[src/hcic_pkg.sv]
// Constants shared by the identity, retry and compare-swap register group.
package hcic_pkg;
    // ------------------------------------------------------------------
    // Register byte offsets
    // ------------------------------------------------------------------
    localparam logic [7:0] ADDR_VERSION = 8'h00;
    localparam logic [7:0] ADDR_ROM     = 8'h04;
    localparam logic [7:0] ADDR_RETRY   = 8'h08;
    localparam logic [7:0] ADDR_SWDATA  = 8'h0c;
    localparam logic [7:0] ADDR_SWCMP   = 8'h10;
    localparam logic [7:0] ADDR_SWCTRL  = 8'h14;

    // ------------------------------------------------------------------
    // Field positions
    // ------------------------------------------------------------------
    localparam int PRESENT_BIT  = 24;
    localparam int MAJOR_LSB    = 16;
    localparam int MINOR_LSB    = 0;
    localparam int ROM_CLR_BIT  = 31;
    localparam int ROM_GO_BIT   = 25;
    localparam int ROM_BYTE_LSB = 16;
    localparam int ROM_EXP_LSB  = 0;
    localparam int DONE_BIT     = 31;
    localparam int LANE_CLR     = 3;
    localparam int LANE_GO      = 3;
    localparam logic [31:0] RETRY_WMASK = 32'h0000_0fff;
    localparam logic [31:0] SEL_WMASK   = 32'h0000_0003;

    // ------------------------------------------------------------------
    // Reset and timeout values
    // ------------------------------------------------------------------
    localparam logic [7:0]  MAJOR_RST  = 8'h01;
    localparam logic [7:0]  MINOR_RST  = 8'h00;
    localparam logic [7:0]  BYTE_RST   = 8'h00;
    localparam logic [7:0]  TMO_BYTE   = 8'hff;
    localparam logic [31:0] RETRY_RST  = 32'h0000_0000;
    localparam logic [31:0] WORD_ZERO  = 32'h0000_0000;
    localparam logic [31:0] RES_RST [4] = '{32'h0000_003f, 32'h0000_1333,
                                             32'hffff_ffff, 32'hffff_ffff};

    // ------------------------------------------------------------------
    // Timing, bus and state encodings
    // ------------------------------------------------------------------
    localparam int CLK_PERIOD_NS   = 10;
    localparam int ROM_TIMEOUT_NS  = 5000;
    localparam int ROM_TIMEOUT_CYC = ROM_TIMEOUT_NS / CLK_PERIOD_NS;
    localparam logic [1:0] RESP_OKAY   = 2'b00;
    localparam logic [1:0] RESP_SLVERR = 2'b10;

    typedef enum logic [0:0] {
        ROM_IDLE = 1'b0,
        ROM_WAIT = 1'b1
    } hcic_rom_state_t;
endpackage

[src/hcic_regs.sv]
// Identity, retry-limit and compare-swap registers behind AXI4-Lite.
//
// Notes on behaviour
// - Version reads major 01h, minor 00h after reset unless the EEPROM reloads.
// - EEPROM loader may overwrite both version fields, e.g. major 01h minor 10h.
// - Bit 24 of version shows a detected serial EEPROM, else zero.
// - Address-clear bit zeroes the ROM byte address, then clears itself.
// - Read-go bit starts a byte read and clears when the byte arrives or the wait times out.
// - Read-byte field holds the fetched byte; valid only while read-go is zero.
// - Bits 7:0 give the expansion image offset, zero when absent.
// - ROM access bits 30:26, 24 and 15:8 always read zero.
// - Second and cycle limit fields and bits 15:12 read zero.
// - Bits 11:8 hold the physical response retry count.
// - Bits 7:4 and 3:0 hold DMA response and request retries; reset zero.
// - Swap data register holds the value to store on a match; completion loads the prior value.
// - Swap compare register holds the value compared with the resource.
// - Writing the swap control register starts a compare-swap on the selection.
// - Done bit sets on completion, clears on any control write, resets to one.
// - Select 00..11 picks manager ID, bandwidth, channels high, channels low.
//
// Design decision made here: the AXI4-Lite slave port.
`timescale 1ns/10ps
module hcic_regs (
    input  wire logic        i_clk_sys,
    input  wire logic        i_resetn,
    input  wire logic [7:0]  i_awaddr,
    input  wire logic        i_awvalid,
    output logic             o_awready,
    input  wire logic [31:0] i_wdata,
    input  wire logic [3:0]  i_wstrb,
    input  wire logic        i_wvalid,
    output logic             o_wready,
    output logic [1:0]       o_bresp,
    output logic             o_bvalid,
    input  wire logic        i_bready,
    input  wire logic [7:0]  i_araddr,
    input  wire logic        i_arvalid,
    output logic             o_arready,
    output logic [31:0]      o_rdata,
    output logic [1:0]       o_rresp,
    output logic             o_rvalid,
    input  wire logic        i_rready,
    input  wire logic        i_eeprom_detect,
    input  wire logic        i_ver_load,
    input  wire logic [7:0]  i_ver_major,
    input  wire logic [7:0]  i_ver_minor,
    input  wire logic [7:0]  i_exp_offset,
    output logic             o_rom_req,
    output logic [7:0]       o_rom_addr,
    input  wire logic        i_rom_ack,
    input  wire logic [7:0]  i_rom_data,
    output logic [3:0]       o_phys_response_retry_count,
    output logic [3:0]       o_dma_response_retry_count,
    output logic [3:0]       o_dma_request_retry_count
);
    localparam int ROM_WAIT_MAX = hcic_pkg::ROM_TIMEOUT_CYC + 2;

    // ------------------------------------------------------------------
    // State
    // ------------------------------------------------------------------
    logic        awready_reg, wready_reg, bvalid_reg, arready_reg;
    logic        rvalid_reg, aw_hold_reg, w_hold_reg;
    logic [1:0]  bresp_reg, rresp_reg;
    logic [31:0] rdata_reg, wdata_reg, wmask;
    logic [7:0]  awaddr_reg;
    logic [3:0]  wstrb_reg;
    logic        det_meta_reg, present_reg;
    logic [7:0]  major_reg, minor_reg, exp_off_reg;
    logic        rom_clr_reg, rom_go_reg, rom_req_reg;
    logic [7:0]  rom_addr_reg, rom_byte_reg;
    logic [9:0]  rom_cnt_reg;
    hcic_pkg::hcic_rom_state_t rom_state_reg;
    logic [31:0] retry_reg, swap_new_value_reg, swap_expected_value_reg;
    logic [1:0]  swap_target_select_reg;
    logic        swap_complete_reg, swap_start_reg;
    logic [31:0] res_reg [4];

    // ------------------------------------------------------------------
    // Bus handshake decode
    // ------------------------------------------------------------------
    wire aw_fire = i_awvalid & awready_reg;
    wire w_fire  = i_wvalid & wready_reg;
    wire ar_fire = i_arvalid & arready_reg;
    wire wr_do   = aw_hold_reg & w_hold_reg & ~bvalid_reg;
    wire aw_hold_next = wr_do ? 1'b0 : (aw_hold_reg | aw_fire);
    wire w_hold_next  = wr_do ? 1'b0 : (w_hold_reg | w_fire);
    wire bvalid_next  = wr_do ? 1'b1 : (bvalid_reg & ~i_bready);

    // Byte-lane mask built once per lane from the held strobes.
    genvar gi;
    generate
        for (gi = 0; gi < 4; gi++) begin : g_lane
            assign wmask[8*gi +: 8] = {8{wstrb_reg[gi]}};
        end
    endgenerate

    wire wr_ver  = wr_do & (awaddr_reg == hcic_pkg::ADDR_VERSION);
    wire wr_rom  = wr_do & (awaddr_reg == hcic_pkg::ADDR_ROM);
    wire wr_rtry = wr_do & (awaddr_reg == hcic_pkg::ADDR_RETRY);
    wire wr_sdat = wr_do & (awaddr_reg == hcic_pkg::ADDR_SWDATA);
    wire wr_scmp = wr_do & (awaddr_reg == hcic_pkg::ADDR_SWCMP);
    wire wr_sctl = wr_do & (awaddr_reg == hcic_pkg::ADDR_SWCTRL);
    wire wr_hit  = wr_ver | wr_rom | wr_rtry | wr_sdat | wr_scmp | wr_sctl;
    wire go_wr   = wr_rom & wstrb_reg[hcic_pkg::LANE_GO]
                 & wdata_reg[hcic_pkg::ROM_GO_BIT];
    wire clr_wr  = wr_rom & wstrb_reg[hcic_pkg::LANE_CLR]
                 & wdata_reg[hcic_pkg::ROM_CLR_BIT];

    // ------------------------------------------------------------------
    // Read words and read mux
    // ------------------------------------------------------------------
    wire [31:0] ver_word = {7'h00, present_reg, major_reg,
                            8'h00, minor_reg};
    wire [31:0] rom_word = {rom_clr_reg, 5'h00, rom_go_reg, 1'b0,
                            rom_byte_reg, 8'h00, exp_off_reg};
    wire [31:0] rty_word = retry_reg & hcic_pkg::RETRY_WMASK;
    wire [31:0] ctl_word = {swap_complete_reg, 29'h0,
                            swap_target_select_reg};
    wire rd_ver  = (i_araddr == hcic_pkg::ADDR_VERSION);
    wire rd_rom  = (i_araddr == hcic_pkg::ADDR_ROM);
    wire rd_rtry = (i_araddr == hcic_pkg::ADDR_RETRY);
    wire rd_sdat = (i_araddr == hcic_pkg::ADDR_SWDATA);
    wire rd_scmp = (i_araddr == hcic_pkg::ADDR_SWCMP);
    wire rd_sctl = (i_araddr == hcic_pkg::ADDR_SWCTRL);
    wire rd_hit  = rd_ver | rd_rom | rd_rtry | rd_sdat | rd_scmp | rd_sctl;
    wire [31:0] rd_mux = rd_ver  ? ver_word :
                         rd_rom  ? rom_word :
                         rd_rtry ? rty_word :
                         rd_sdat ? swap_new_value_reg :
                         rd_scmp ? swap_expected_value_reg :
                         rd_sctl ? ctl_word : hcic_pkg::WORD_ZERO;

    // ------------------------------------------------------------------
    // Write channels: address and data taken in either order.
    // ------------------------------------------------------------------
    always_ff @(posedge i_clk_sys or negedge i_resetn) begin
        if (!i_resetn) begin
            aw_hold_reg <= 1'b0;
            w_hold_reg  <= 1'b0;
            awready_reg <= 1'b0;
            wready_reg  <= 1'b0;
            bvalid_reg  <= 1'b0;
            bresp_reg   <= hcic_pkg::RESP_OKAY;
            awaddr_reg  <= 8'h00;
            wdata_reg   <= hcic_pkg::WORD_ZERO;
            wstrb_reg   <= 4'h0;
        end else begin
            aw_hold_reg <= aw_hold_next;
            w_hold_reg  <= w_hold_next;
            awready_reg <= ~aw_hold_next & ~bvalid_next;
            wready_reg  <= ~w_hold_next & ~bvalid_next;
            bvalid_reg  <= bvalid_next;
            if (aw_fire) begin
                awaddr_reg <= i_awaddr;
            end
            if (w_fire) begin
                wdata_reg <= i_wdata;
                wstrb_reg <= i_wstrb;
            end
            if (wr_do) begin
                bresp_reg <= wr_hit ? hcic_pkg::RESP_OKAY
                                    : hcic_pkg::RESP_SLVERR;
            end
        end
    end

    // Read channel answers one cycle after the address is taken.
    always_ff @(posedge i_clk_sys or negedge i_resetn) begin
        if (!i_resetn) begin
            arready_reg <= 1'b0;
            rvalid_reg  <= 1'b0;
            rdata_reg   <= hcic_pkg::WORD_ZERO;
            rresp_reg   <= hcic_pkg::RESP_OKAY;
        end else if (ar_fire) begin
            arready_reg <= 1'b0;
            rvalid_reg  <= 1'b1;
            rdata_reg   <= rd_mux;
            rresp_reg   <= rd_hit ? hcic_pkg::RESP_OKAY
                                  : hcic_pkg::RESP_SLVERR;
        end else begin
            rvalid_reg  <= rvalid_reg & ~i_rready;
            arready_reg <= ~(rvalid_reg & ~i_rready);
        end
    end

    // ------------------------------------------------------------------
    // Version and EEPROM presence
    // ------------------------------------------------------------------
    // The detect pin is asynchronous, so it passes two flops first.
    always_ff @(posedge i_clk_sys or negedge i_resetn) begin
        if (!i_resetn) begin
            det_meta_reg <= 1'b0;
            present_reg  <= 1'b0;
            major_reg    <= hcic_pkg::MAJOR_RST;
            minor_reg    <= hcic_pkg::MINOR_RST;
            exp_off_reg  <= 8'h00;
        end else begin
            det_meta_reg <= i_eeprom_detect;
            present_reg  <= det_meta_reg;
            if (i_ver_load) begin
                major_reg   <= i_ver_major;
                minor_reg   <= i_ver_minor;
                exp_off_reg <= i_exp_offset;
            end
        end
    end

    // ------------------------------------------------------------------
    // ROM byte access engine
    // ------------------------------------------------------------------
    // A stalled EEPROM must not hang software, so a timeout ends the wait
    // and returns an all-ones byte.
    wire rom_tmo    = (rom_cnt_reg == 10'(hcic_pkg::ROM_TIMEOUT_CYC));
    wire rom_finish = (rom_state_reg == hcic_pkg::ROM_WAIT)
                    & (i_rom_ack | rom_tmo);
    wire rom_clr_do = rom_clr_reg & (rom_state_reg == hcic_pkg::ROM_IDLE);

    always_ff @(posedge i_clk_sys or negedge i_resetn) begin
        if (!i_resetn) begin
            rom_state_reg <= hcic_pkg::ROM_IDLE;
            rom_clr_reg   <= 1'b0;
            rom_go_reg    <= 1'b0;
            rom_req_reg   <= 1'b0;
            rom_addr_reg  <= 8'h00;
            rom_byte_reg  <= hcic_pkg::BYTE_RST;
            rom_cnt_reg   <= 10'h000;
        end else begin
            // Clear waits for any read in flight, then self-clears.
            if (rom_clr_do) begin
                rom_clr_reg  <= 1'b0;
                rom_addr_reg <= 8'h00;
            end else if (clr_wr) begin
                rom_clr_reg <= 1'b1;
            end
            case (rom_state_reg)
                hcic_pkg::ROM_IDLE: begin
                    rom_cnt_reg <= 10'h000;
                    if (go_wr && !clr_wr && !rom_clr_reg) begin
                        rom_go_reg    <= 1'b1;
                        rom_req_reg   <= 1'b1;
                        rom_state_reg <= hcic_pkg::ROM_WAIT;
                    end
                end
                hcic_pkg::ROM_WAIT: begin
                    rom_cnt_reg <= rom_cnt_reg + 10'h001;
                    if (rom_finish) begin
                        rom_byte_reg  <= i_rom_ack ? i_rom_data
                                                   : hcic_pkg::TMO_BYTE;
                        rom_go_reg    <= 1'b0;
                        rom_req_reg   <= 1'b0;
                        rom_addr_reg  <= rom_addr_reg + 8'h01;
                        rom_state_reg <= hcic_pkg::ROM_IDLE;
                    end
                end
                default: begin
                    rom_state_reg <= hcic_pkg::ROM_IDLE;
                end
            endcase
        end
    end

    // ------------------------------------------------------------------
    // Retry limits and compare-swap
    // ------------------------------------------------------------------
    wire [31:0] rty_m = hcic_pkg::RETRY_WMASK & wmask;
    wire [31:0] sel_m = hcic_pkg::SEL_WMASK & wmask;
    wire [31:0] prior = res_reg[swap_target_select_reg];
    wire        match = (prior == swap_expected_value_reg);

    always_ff @(posedge i_clk_sys or negedge i_resetn) begin
        if (!i_resetn) begin
            retry_reg <= hcic_pkg::RETRY_RST;
        end else if (wr_rtry) begin
            retry_reg <= (retry_reg & ~rty_m) | (wdata_reg & rty_m);
        end
    end

    // Hardware completion takes priority over a software write that lands
    // in the same cycle, so a finished operation is never lost.
    always_ff @(posedge i_clk_sys or negedge i_resetn) begin
        if (!i_resetn) begin
            swap_new_value_reg      <= hcic_pkg::WORD_ZERO;
            swap_expected_value_reg <= hcic_pkg::WORD_ZERO;
            swap_target_select_reg  <= 2'b00;
            swap_complete_reg       <= 1'b1;
            swap_start_reg          <= 1'b0;
        end else begin
            swap_start_reg <= wr_sctl;
            if (swap_start_reg) begin
                swap_new_value_reg <= prior;
                swap_complete_reg  <= 1'b1;
            end else begin
                if (wr_sdat) begin
                    swap_new_value_reg <= (swap_new_value_reg & ~wmask)
                                        | (wdata_reg & wmask);
                end
                if (wr_sctl) begin
                    swap_complete_reg <= 1'b0;
                end
            end
            if (wr_scmp) begin
                swap_expected_value_reg <= (swap_expected_value_reg & ~wmask)
                                         | (wdata_reg & wmask);
            end
            if (wr_sctl && !swap_start_reg) begin
                swap_target_select_reg <= (swap_target_select_reg & ~sel_m[1:0])
                                        | (wdata_reg[1:0] & sel_m[1:0]);
            end
        end
    end

    // One flop word per bus-management resource.
    generate
        for (gi = 0; gi < 4; gi++) begin : g_res
            always_ff @(posedge i_clk_sys or negedge i_resetn) begin
                if (!i_resetn) begin
                    res_reg[gi] <= hcic_pkg::RES_RST[gi];
                end else if (swap_start_reg && match &&
                             swap_target_select_reg == 2'(gi)) begin
                    res_reg[gi] <= swap_new_value_reg;
                end
            end
        end
    endgenerate

    // ------------------------------------------------------------------
    // Outputs
    // ------------------------------------------------------------------
    assign o_awready = awready_reg;
    assign o_wready  = wready_reg;
    assign o_bvalid  = bvalid_reg;
    assign o_bresp   = bresp_reg;
    assign o_arready = arready_reg;
    assign o_rvalid  = rvalid_reg;
    assign o_rdata   = rdata_reg;
    assign o_rresp   = rresp_reg;
    assign o_rom_req = rom_req_reg;
    assign o_rom_addr = rom_addr_reg;
    assign o_phys_response_retry_count = retry_reg[11:8];
    assign o_dma_response_retry_count  = retry_reg[7:4];
    assign o_dma_request_retry_count   = retry_reg[3:0];
endmodule

[config.mk]
export PLATFORM = sky130hd
export DESIGN_NAME = hcic_regs
export DESIGN_NICKNAME = d
export VERILOG_FILES = /design/src/hcic_pkg.sv /design/src/hcic_regs.sv
export SDC_FILE = /design/constraint.sdc
export NUM_CORES = 1
export LEC_CHECK = 0
export ABC_AREA = 0
export CAP_MARGIN = 15
export CELL_PAD_IN_SITES_DETAIL_PLACEMENT = 1
export CELL_PAD_IN_SITES_GLOBAL_PLACEMENT = 1
export CORE_MARGIN = 5
export CORE_UTILIZATION = 56
export DETAILED_ROUTE_END_ITERATION = 7
export DONT_BUFFER_PORTS = 1
export PLACE_DENSITY_LB_ADDON = 0.3
export REMOVE_ABC_BUFFERS = 1
export SETUP_SLACK_MARGIN = 0.02
export SYNTH_ARGS = -nofsm -noshare
export SYNTH_HDL_FRONTEND = slang
export SYNTH_SLANG_ARGS = --single-unit
[constraint.sdc]
create_clock -name i_clk_sys -period 8.7 [get_ports i_clk_sys]
set_clock_uncertainty 0.1 [all_clocks]
set_input_delay 1.74 -clock i_clk_sys [delete_from_list [all_inputs] [get_ports i_clk_sys]]
set_output_delay 1.74 -clock i_clk_sys [all_outputs]
set_load 0.01 [all_outputs]
Yosys cells after proc, flatten, opt, wreduce, memory -nomap -nowiden
Cells that the tools add are included.
- bits in writable memories: 0
- word-level logic and storage cells: 162
- bits of input ports: 94
- bits in registers: 370
- ROM bits: 0
- memories: 0
- bits in latches: 0
- add/subtract/negate cells: 2
- divide/modulo/power cells: 0
- magnitude comparators: 1
- mux-type cells: 33
- multiply operators: 0
- shift operators: 0
- bitwise operators: 56
- reduce and logical (&&, ||, !) cells: 19
- equality and inequality tests: 17
- operators by type and width (cell ; count):
    2-to-1 mux 32 bit ; 10
    AND 32 bit ; 4
    bitwise OR 32 bit ; 3
    binary-select mux 32 bit (select 2 bit) ; 1
    AND 32 x 12 -> 32 bit ; 1
    == test 32 bit ; 1
    == test 8 x 4 -> 1 bit, second input constant ; 4
    == test 8 x 5 -> 1 bit, second input constant ; 4
    2-to-1 mux 8 bit ; 4
    inverter 12 -> 32 bit ; 1
    inverter 32 bit ; 1
    AND 1 bit ; 20
    case mux 10 bit (2 select lines) ; 1
    == test 8 x 3 -> 1 bit, second input constant ; 2
    logical NOT 8 bit ; 2
    2-to-1 mux 1 bit ; 13
    bitwise OR 1 bit ; 13
    adder 10 x 1 -> 10 bit, second input constant ; 1
    == test 10 x 9 -> 1 bit, second input constant ; 1
    adder 8 x 1 -> 8 bit, second input constant ; 1
    logical AND 1 bit ; 8
    inverter 1 bit ; 8
    nonzero test 2 bit ; 3
    AND 2 bit ; 2
    other kinds (12) ; 19

Longest topological paths before layout
- depth after elaboration: 10
- mapped depth: 12
- mapped depth without buffers: 9

Worst setup path after synthesis
Ideal clock, no wire load.
- path kind: input to register
- start: input i_araddr[0]
- end: register rdata_reg[16] (netlist: o_rdata[16])
- library setup time: 0.083 ns
- path slack: 4.829 ns
- data arrival time: 3.688 ns
- stages: 9
- data required time: 8.517 ns
- path through: nor4_1 > nand2b_1 > clkbuf_1 > nor4_1 > clkbuf_1 > nand2_1 > o21ai_0 > o21ai_0 > o21ai_0
- cells in the longest elaborated chain, start to end: 6
- elaborated cells between the ends (all ways): 10
- those cells by class: eq/ne: 4; mux: 5; reduce/logical: 1
- ends and longest elaborated chain (what ; line ; source):
    start: declaration ; hcic_regs.sv:36 ; input wire logic [7:0] i_araddr,
    == test 8 x 5 -> 1 bit ; hcic_regs.sv:123 ; wire rd_scmp = (i_araddr == hcic_pkg::ADDR_SWCMP);
    2-to-1 mux 32 bit ; hcic_regs.sv:130 ; rd_scmp ? swap_expected_value_reg :
    2-to-1 mux 32 bit ; hcic_regs.sv:129 ; rd_sdat ? swap_new_value_reg :
    2-to-1 mux 32 bit ; hcic_regs.sv:128 ; rd_rtry ? rty_word :
    2-to-1 mux 32 bit ; hcic_regs.sv:127 ; rd_rom ? rom_word :
    2-to-1 mux 32 bit (*) ; hcic_regs.sv:126 ; wire [31:0] rd_mux = rd_ver ? ver_word :
    end signal: assignment ; hcic_regs.sv:172 ; rdata_reg <= hcic_pkg::WORD_ZERO;
    end signal: assignment ; hcic_regs.sv:177 ; rdata_reg <= rd_mux;
    end: declaration ; hcic_regs.sv:64 ; logic [31:0] rdata_reg, wdata_reg, wmask;
Every way passes the cells marked *; elsewhere a longest branch is shown, timed or not.
A chain may end at the register's enable or synchronous reset.

==> flow_metrics.py <==
metrics = {
    "run_status": {
        "outcome": "completed",
    },
    "sta": {
        "min_period_ns": 5.071,
        "tns_ns": 0,
        "finalSetupViolCount": 0,
        "tightest_slew_ns": 1.181,
        "rsz0062_at_grt": "no",
        "fin_crit_sh_pct": 58.28,
        "drv_slew": 0,
        "fmax_mhz": 197.2,
        "slew_headroom_pct": 21.12,
        "hold_viol_final": 0,
        "fin_hold_ws_ns": 0.2452,
        "fin_ws_ns": 3.629,
    },
    "global_route": {
        "grt_pass1_wl_mm": 67.42,
        "overflow": 0,
        "globalRouteMet1Util_pct": 36.76,
        "grt_max_degree": 349,
        "grt_use_total_pct": 27.98,
        "met2_usage_pct": 47.28,
        "use_met3_pct": 5.490,
        "grt_most_used_layer": "met2",
        "grt_pass1_vias": 11060,
        "antenna_found_initial": 0,
    },
    "logic_synthesis": {
        "post-synth-top-count-cell": "dfrtp_1",
        "yosys_warnings": 0,
        "syn_area_um2": 15600,
        "ys_seq_area_share_pct": 56.46,
        "synth_top_area_share_pct": 43.15,
        "async_reset_ff_share_pct": 100.0,
        "synth_common_cells": "dfrtp_1 (269), mux2_2 (232), nand2_1 (93)",
        "syn_area_per_cell_um2": 13.06,
        "synth_ff_type": "dfrtp_1",
        "synthTopCellsByArea": "dfrtp_1 (43%), mux2_2 (17%), dfstp_2 (13%)",
        "yosysUniqueCellTypes": 56,
        "ys_ff_latch": 348,
        "synth_edf_count": 0,
        "synth_cells": 1194,
        "synth_top_area_cell": "dfrtp_1",
    },
    "clocking": {
        "ctsHoldBuffers": 0,
        "cts_tree": "yes",
        "clockBufferDepth": 3,
        "cts_buffers": 38,
        "clock-sinks": 348,
        "cts_setup_buffers": 0,
        "clock-root-buffer": "clkbuf_16",
        "insertion_delay_ns": 0.53,
        "htreeDepth": 2,
        "path_clk_slew_ns": 0.06,
        "ctsResizeCount": 0,
    },
    "layout": {
        "fill_cells": 2713,
        "final_area_um2": 17140,
        "regArea_um2": 8810,
        "multi_input_area_um2": 6455,
        "diodes": 0,
        "nets": 1283,
        "utilization_pct": 62.02,
        "drive_above_1_share_pct": 34.16,
        "syn_to_final_growth_pct": 9.858,
    },
    "route": {
        "drc": 0,
        "viasPerCell": 6.326,
        "post_drt_wl_per_cell_um": 27.19,
        "totalWireLength_mm": 43.31,
        "vias": 10080,
        "drt_iter0_drc": 793,
        "firstDrtPassIters": 6,
        "antenna_left": 0,
    },
    "floorplan": {
        "fp.dieW_um": 176.9,
        "ioPinCount": 156,
        "start_util_pct": 56.46,
        "fp.dieArea_um2": 31290,
        "die_height_um": 176.9,
        "rows": 61,
        "coreArea_um2": 27630,
    },
    "pwr": {
        "power-per-cell-area_nw_per_um2": 236.7,
        "leakage_nw": 7.543,
        "p_int_w": 0.002968,
        "p_sw_w": 0.001089,
        "p_clk_share_pct": 38.9,
        "pwr-share-seq_pct": 50.9,
        "swShare_pct": 26.84,
        "max-vdd-ir-drop_v": 0.0001924,
        "power_frac_comb_pct": 10.2,
    },
    "worst_setup_path": {
        "cp.required_ns": 9.04,
        "rrSetupSlack_ns": 3.63,
        "crit_fanout": 32,
        "crit_arrival_ns": 5.41,
        "timing.rr.end": "res_reg[0]",
        "worstSetupStartpointType": "register",
        "endpoint": "res_reg[0]",
        "r2r_cells": 8,
        "end_kind": "register",
        "path_class": "register to register",
    },
    "placed_design": {
        "dp_hpwl_mm": 27.70,
        "gp_congestion": 0.8240,
        "numPortBuffers": 0,
        "place_ws_ns": 3.746,
        "place_area_um2": 15920,
    },
    "run": {
        "drv_cap": 0,
    },
    "hold_path": {
        "worstHoldPathCells": 0,
        "hp-class": "register to register",
    },
}
power by group through the flow:
| stage | combinational, W | clock [W] | sequential [W] |
|---|---|---|---|
| finish | 0.000412 | 0.00158 | 0.00207 |
| global route | 0.000450 | 0.00167 | 0.00209 |
| CTS | 0.000417 | 0.00160 | 0.00206 |
| detailed placement | 0.000410 | 0 | 0.00208 |
| global placement | 0.000389 | 0 | 0.00207 |
| floorplan | 0.000319 | 0 | 0.00199 |
metrics by stage:
stage,total power (W),cells
finish,0.004057,1593
global route,0.004210,1593
CTS,0.004076,1593
detailed placement,0.002492,1524
global placement,0.002456,1522
floorplan,0.002305,1132
worst min path at each step:
| stage | startpoint | to | slack [ns] |
|---|---|---|---|
| 3_5_place_dp | det_meta_reg | present_reg | 0.24 |
| 3_3_place_gp | det_meta_reg | present_reg | 0.25 |
| 5_1_grt | det_meta_reg | present_reg | 0.26 |
| 4_1_cts | det_meta_reg | present_reg | 0.25 |
| 2_1_floorplan | det_meta_reg | present_reg | 0.23 |
| 6_report | det_meta_reg | present_reg | 0.25 |
layer usage:
layer | routed length [µm] | part of all wire (%) | vias to the layer above
met1 | 17630 | 41 | 5350
met2 | 21940 | 51 | 312
met5 | 0 | 0 | -
li1 | - | - | 4323
met4 | 1349 | 3.1 | 0
met3 | 2399 | 5.5 | 92
cell families (layout without fill, tap and decap cells):
family                   Yosys count  count (layout)  share of synthesized area (%)
XOR/XNOR                          32              32                          1.797
multiplexers                     335             335                          25.35
AO/OA/AOI/OAI                    181             181                          7.179
flip-flops                       348             348                          56.46
other                              1               2                        0.02404
AND/OR/NAND/NOR                  211             211                          6.497
buffers and inverters             83             103                          2.446
adder cells (fa/ha/maj)            3               3                         0.2407
placed cells by master, fill, tap and decap left out, types with 12 or more instances in the layout:
cell type,synthesis,final
xnor2_1,26,26
nand3_1,20,20
nand4_1,13,13
nor2_1,35,35
buf_4,5,13
a22oi_1,12,12
a21oi_1,40,40
mux2i_1,43,43
nand2_1,93,91
clkbuf_16,0,41
dfrtp_1,269,267
dfstp_2,79,79
mux2_1,39,39
mux2_2,232,232
o21ai_0,76,76
inv_1,20,20
mux4_2,21,21
worst max-delay path: stages, from the launching register on:
cell and delay [ns]:
dfrtp_2 0.88, buf_4 0.58, mux4_2 0.61, xnor2_1 0.18, nand4_1 0.12, nor4_1 0.34
nand4_1 0.37, or4_2 1.23, mux2_1 0.53
cell type report:
type | instances | share of cell area, %
Multi-Input combinational cell | 764 | 37.67
Sequential cell | 348 | 51.41
Tap cell | 378 | 2.760
Clock inverter | 13 | 0.5768
Timing Repair Buffer | 14 | 0.5987
Clock buffer | 56 | 6.549
Inverter | 20 | 0.4381
(Power assumes the default switching activity.)
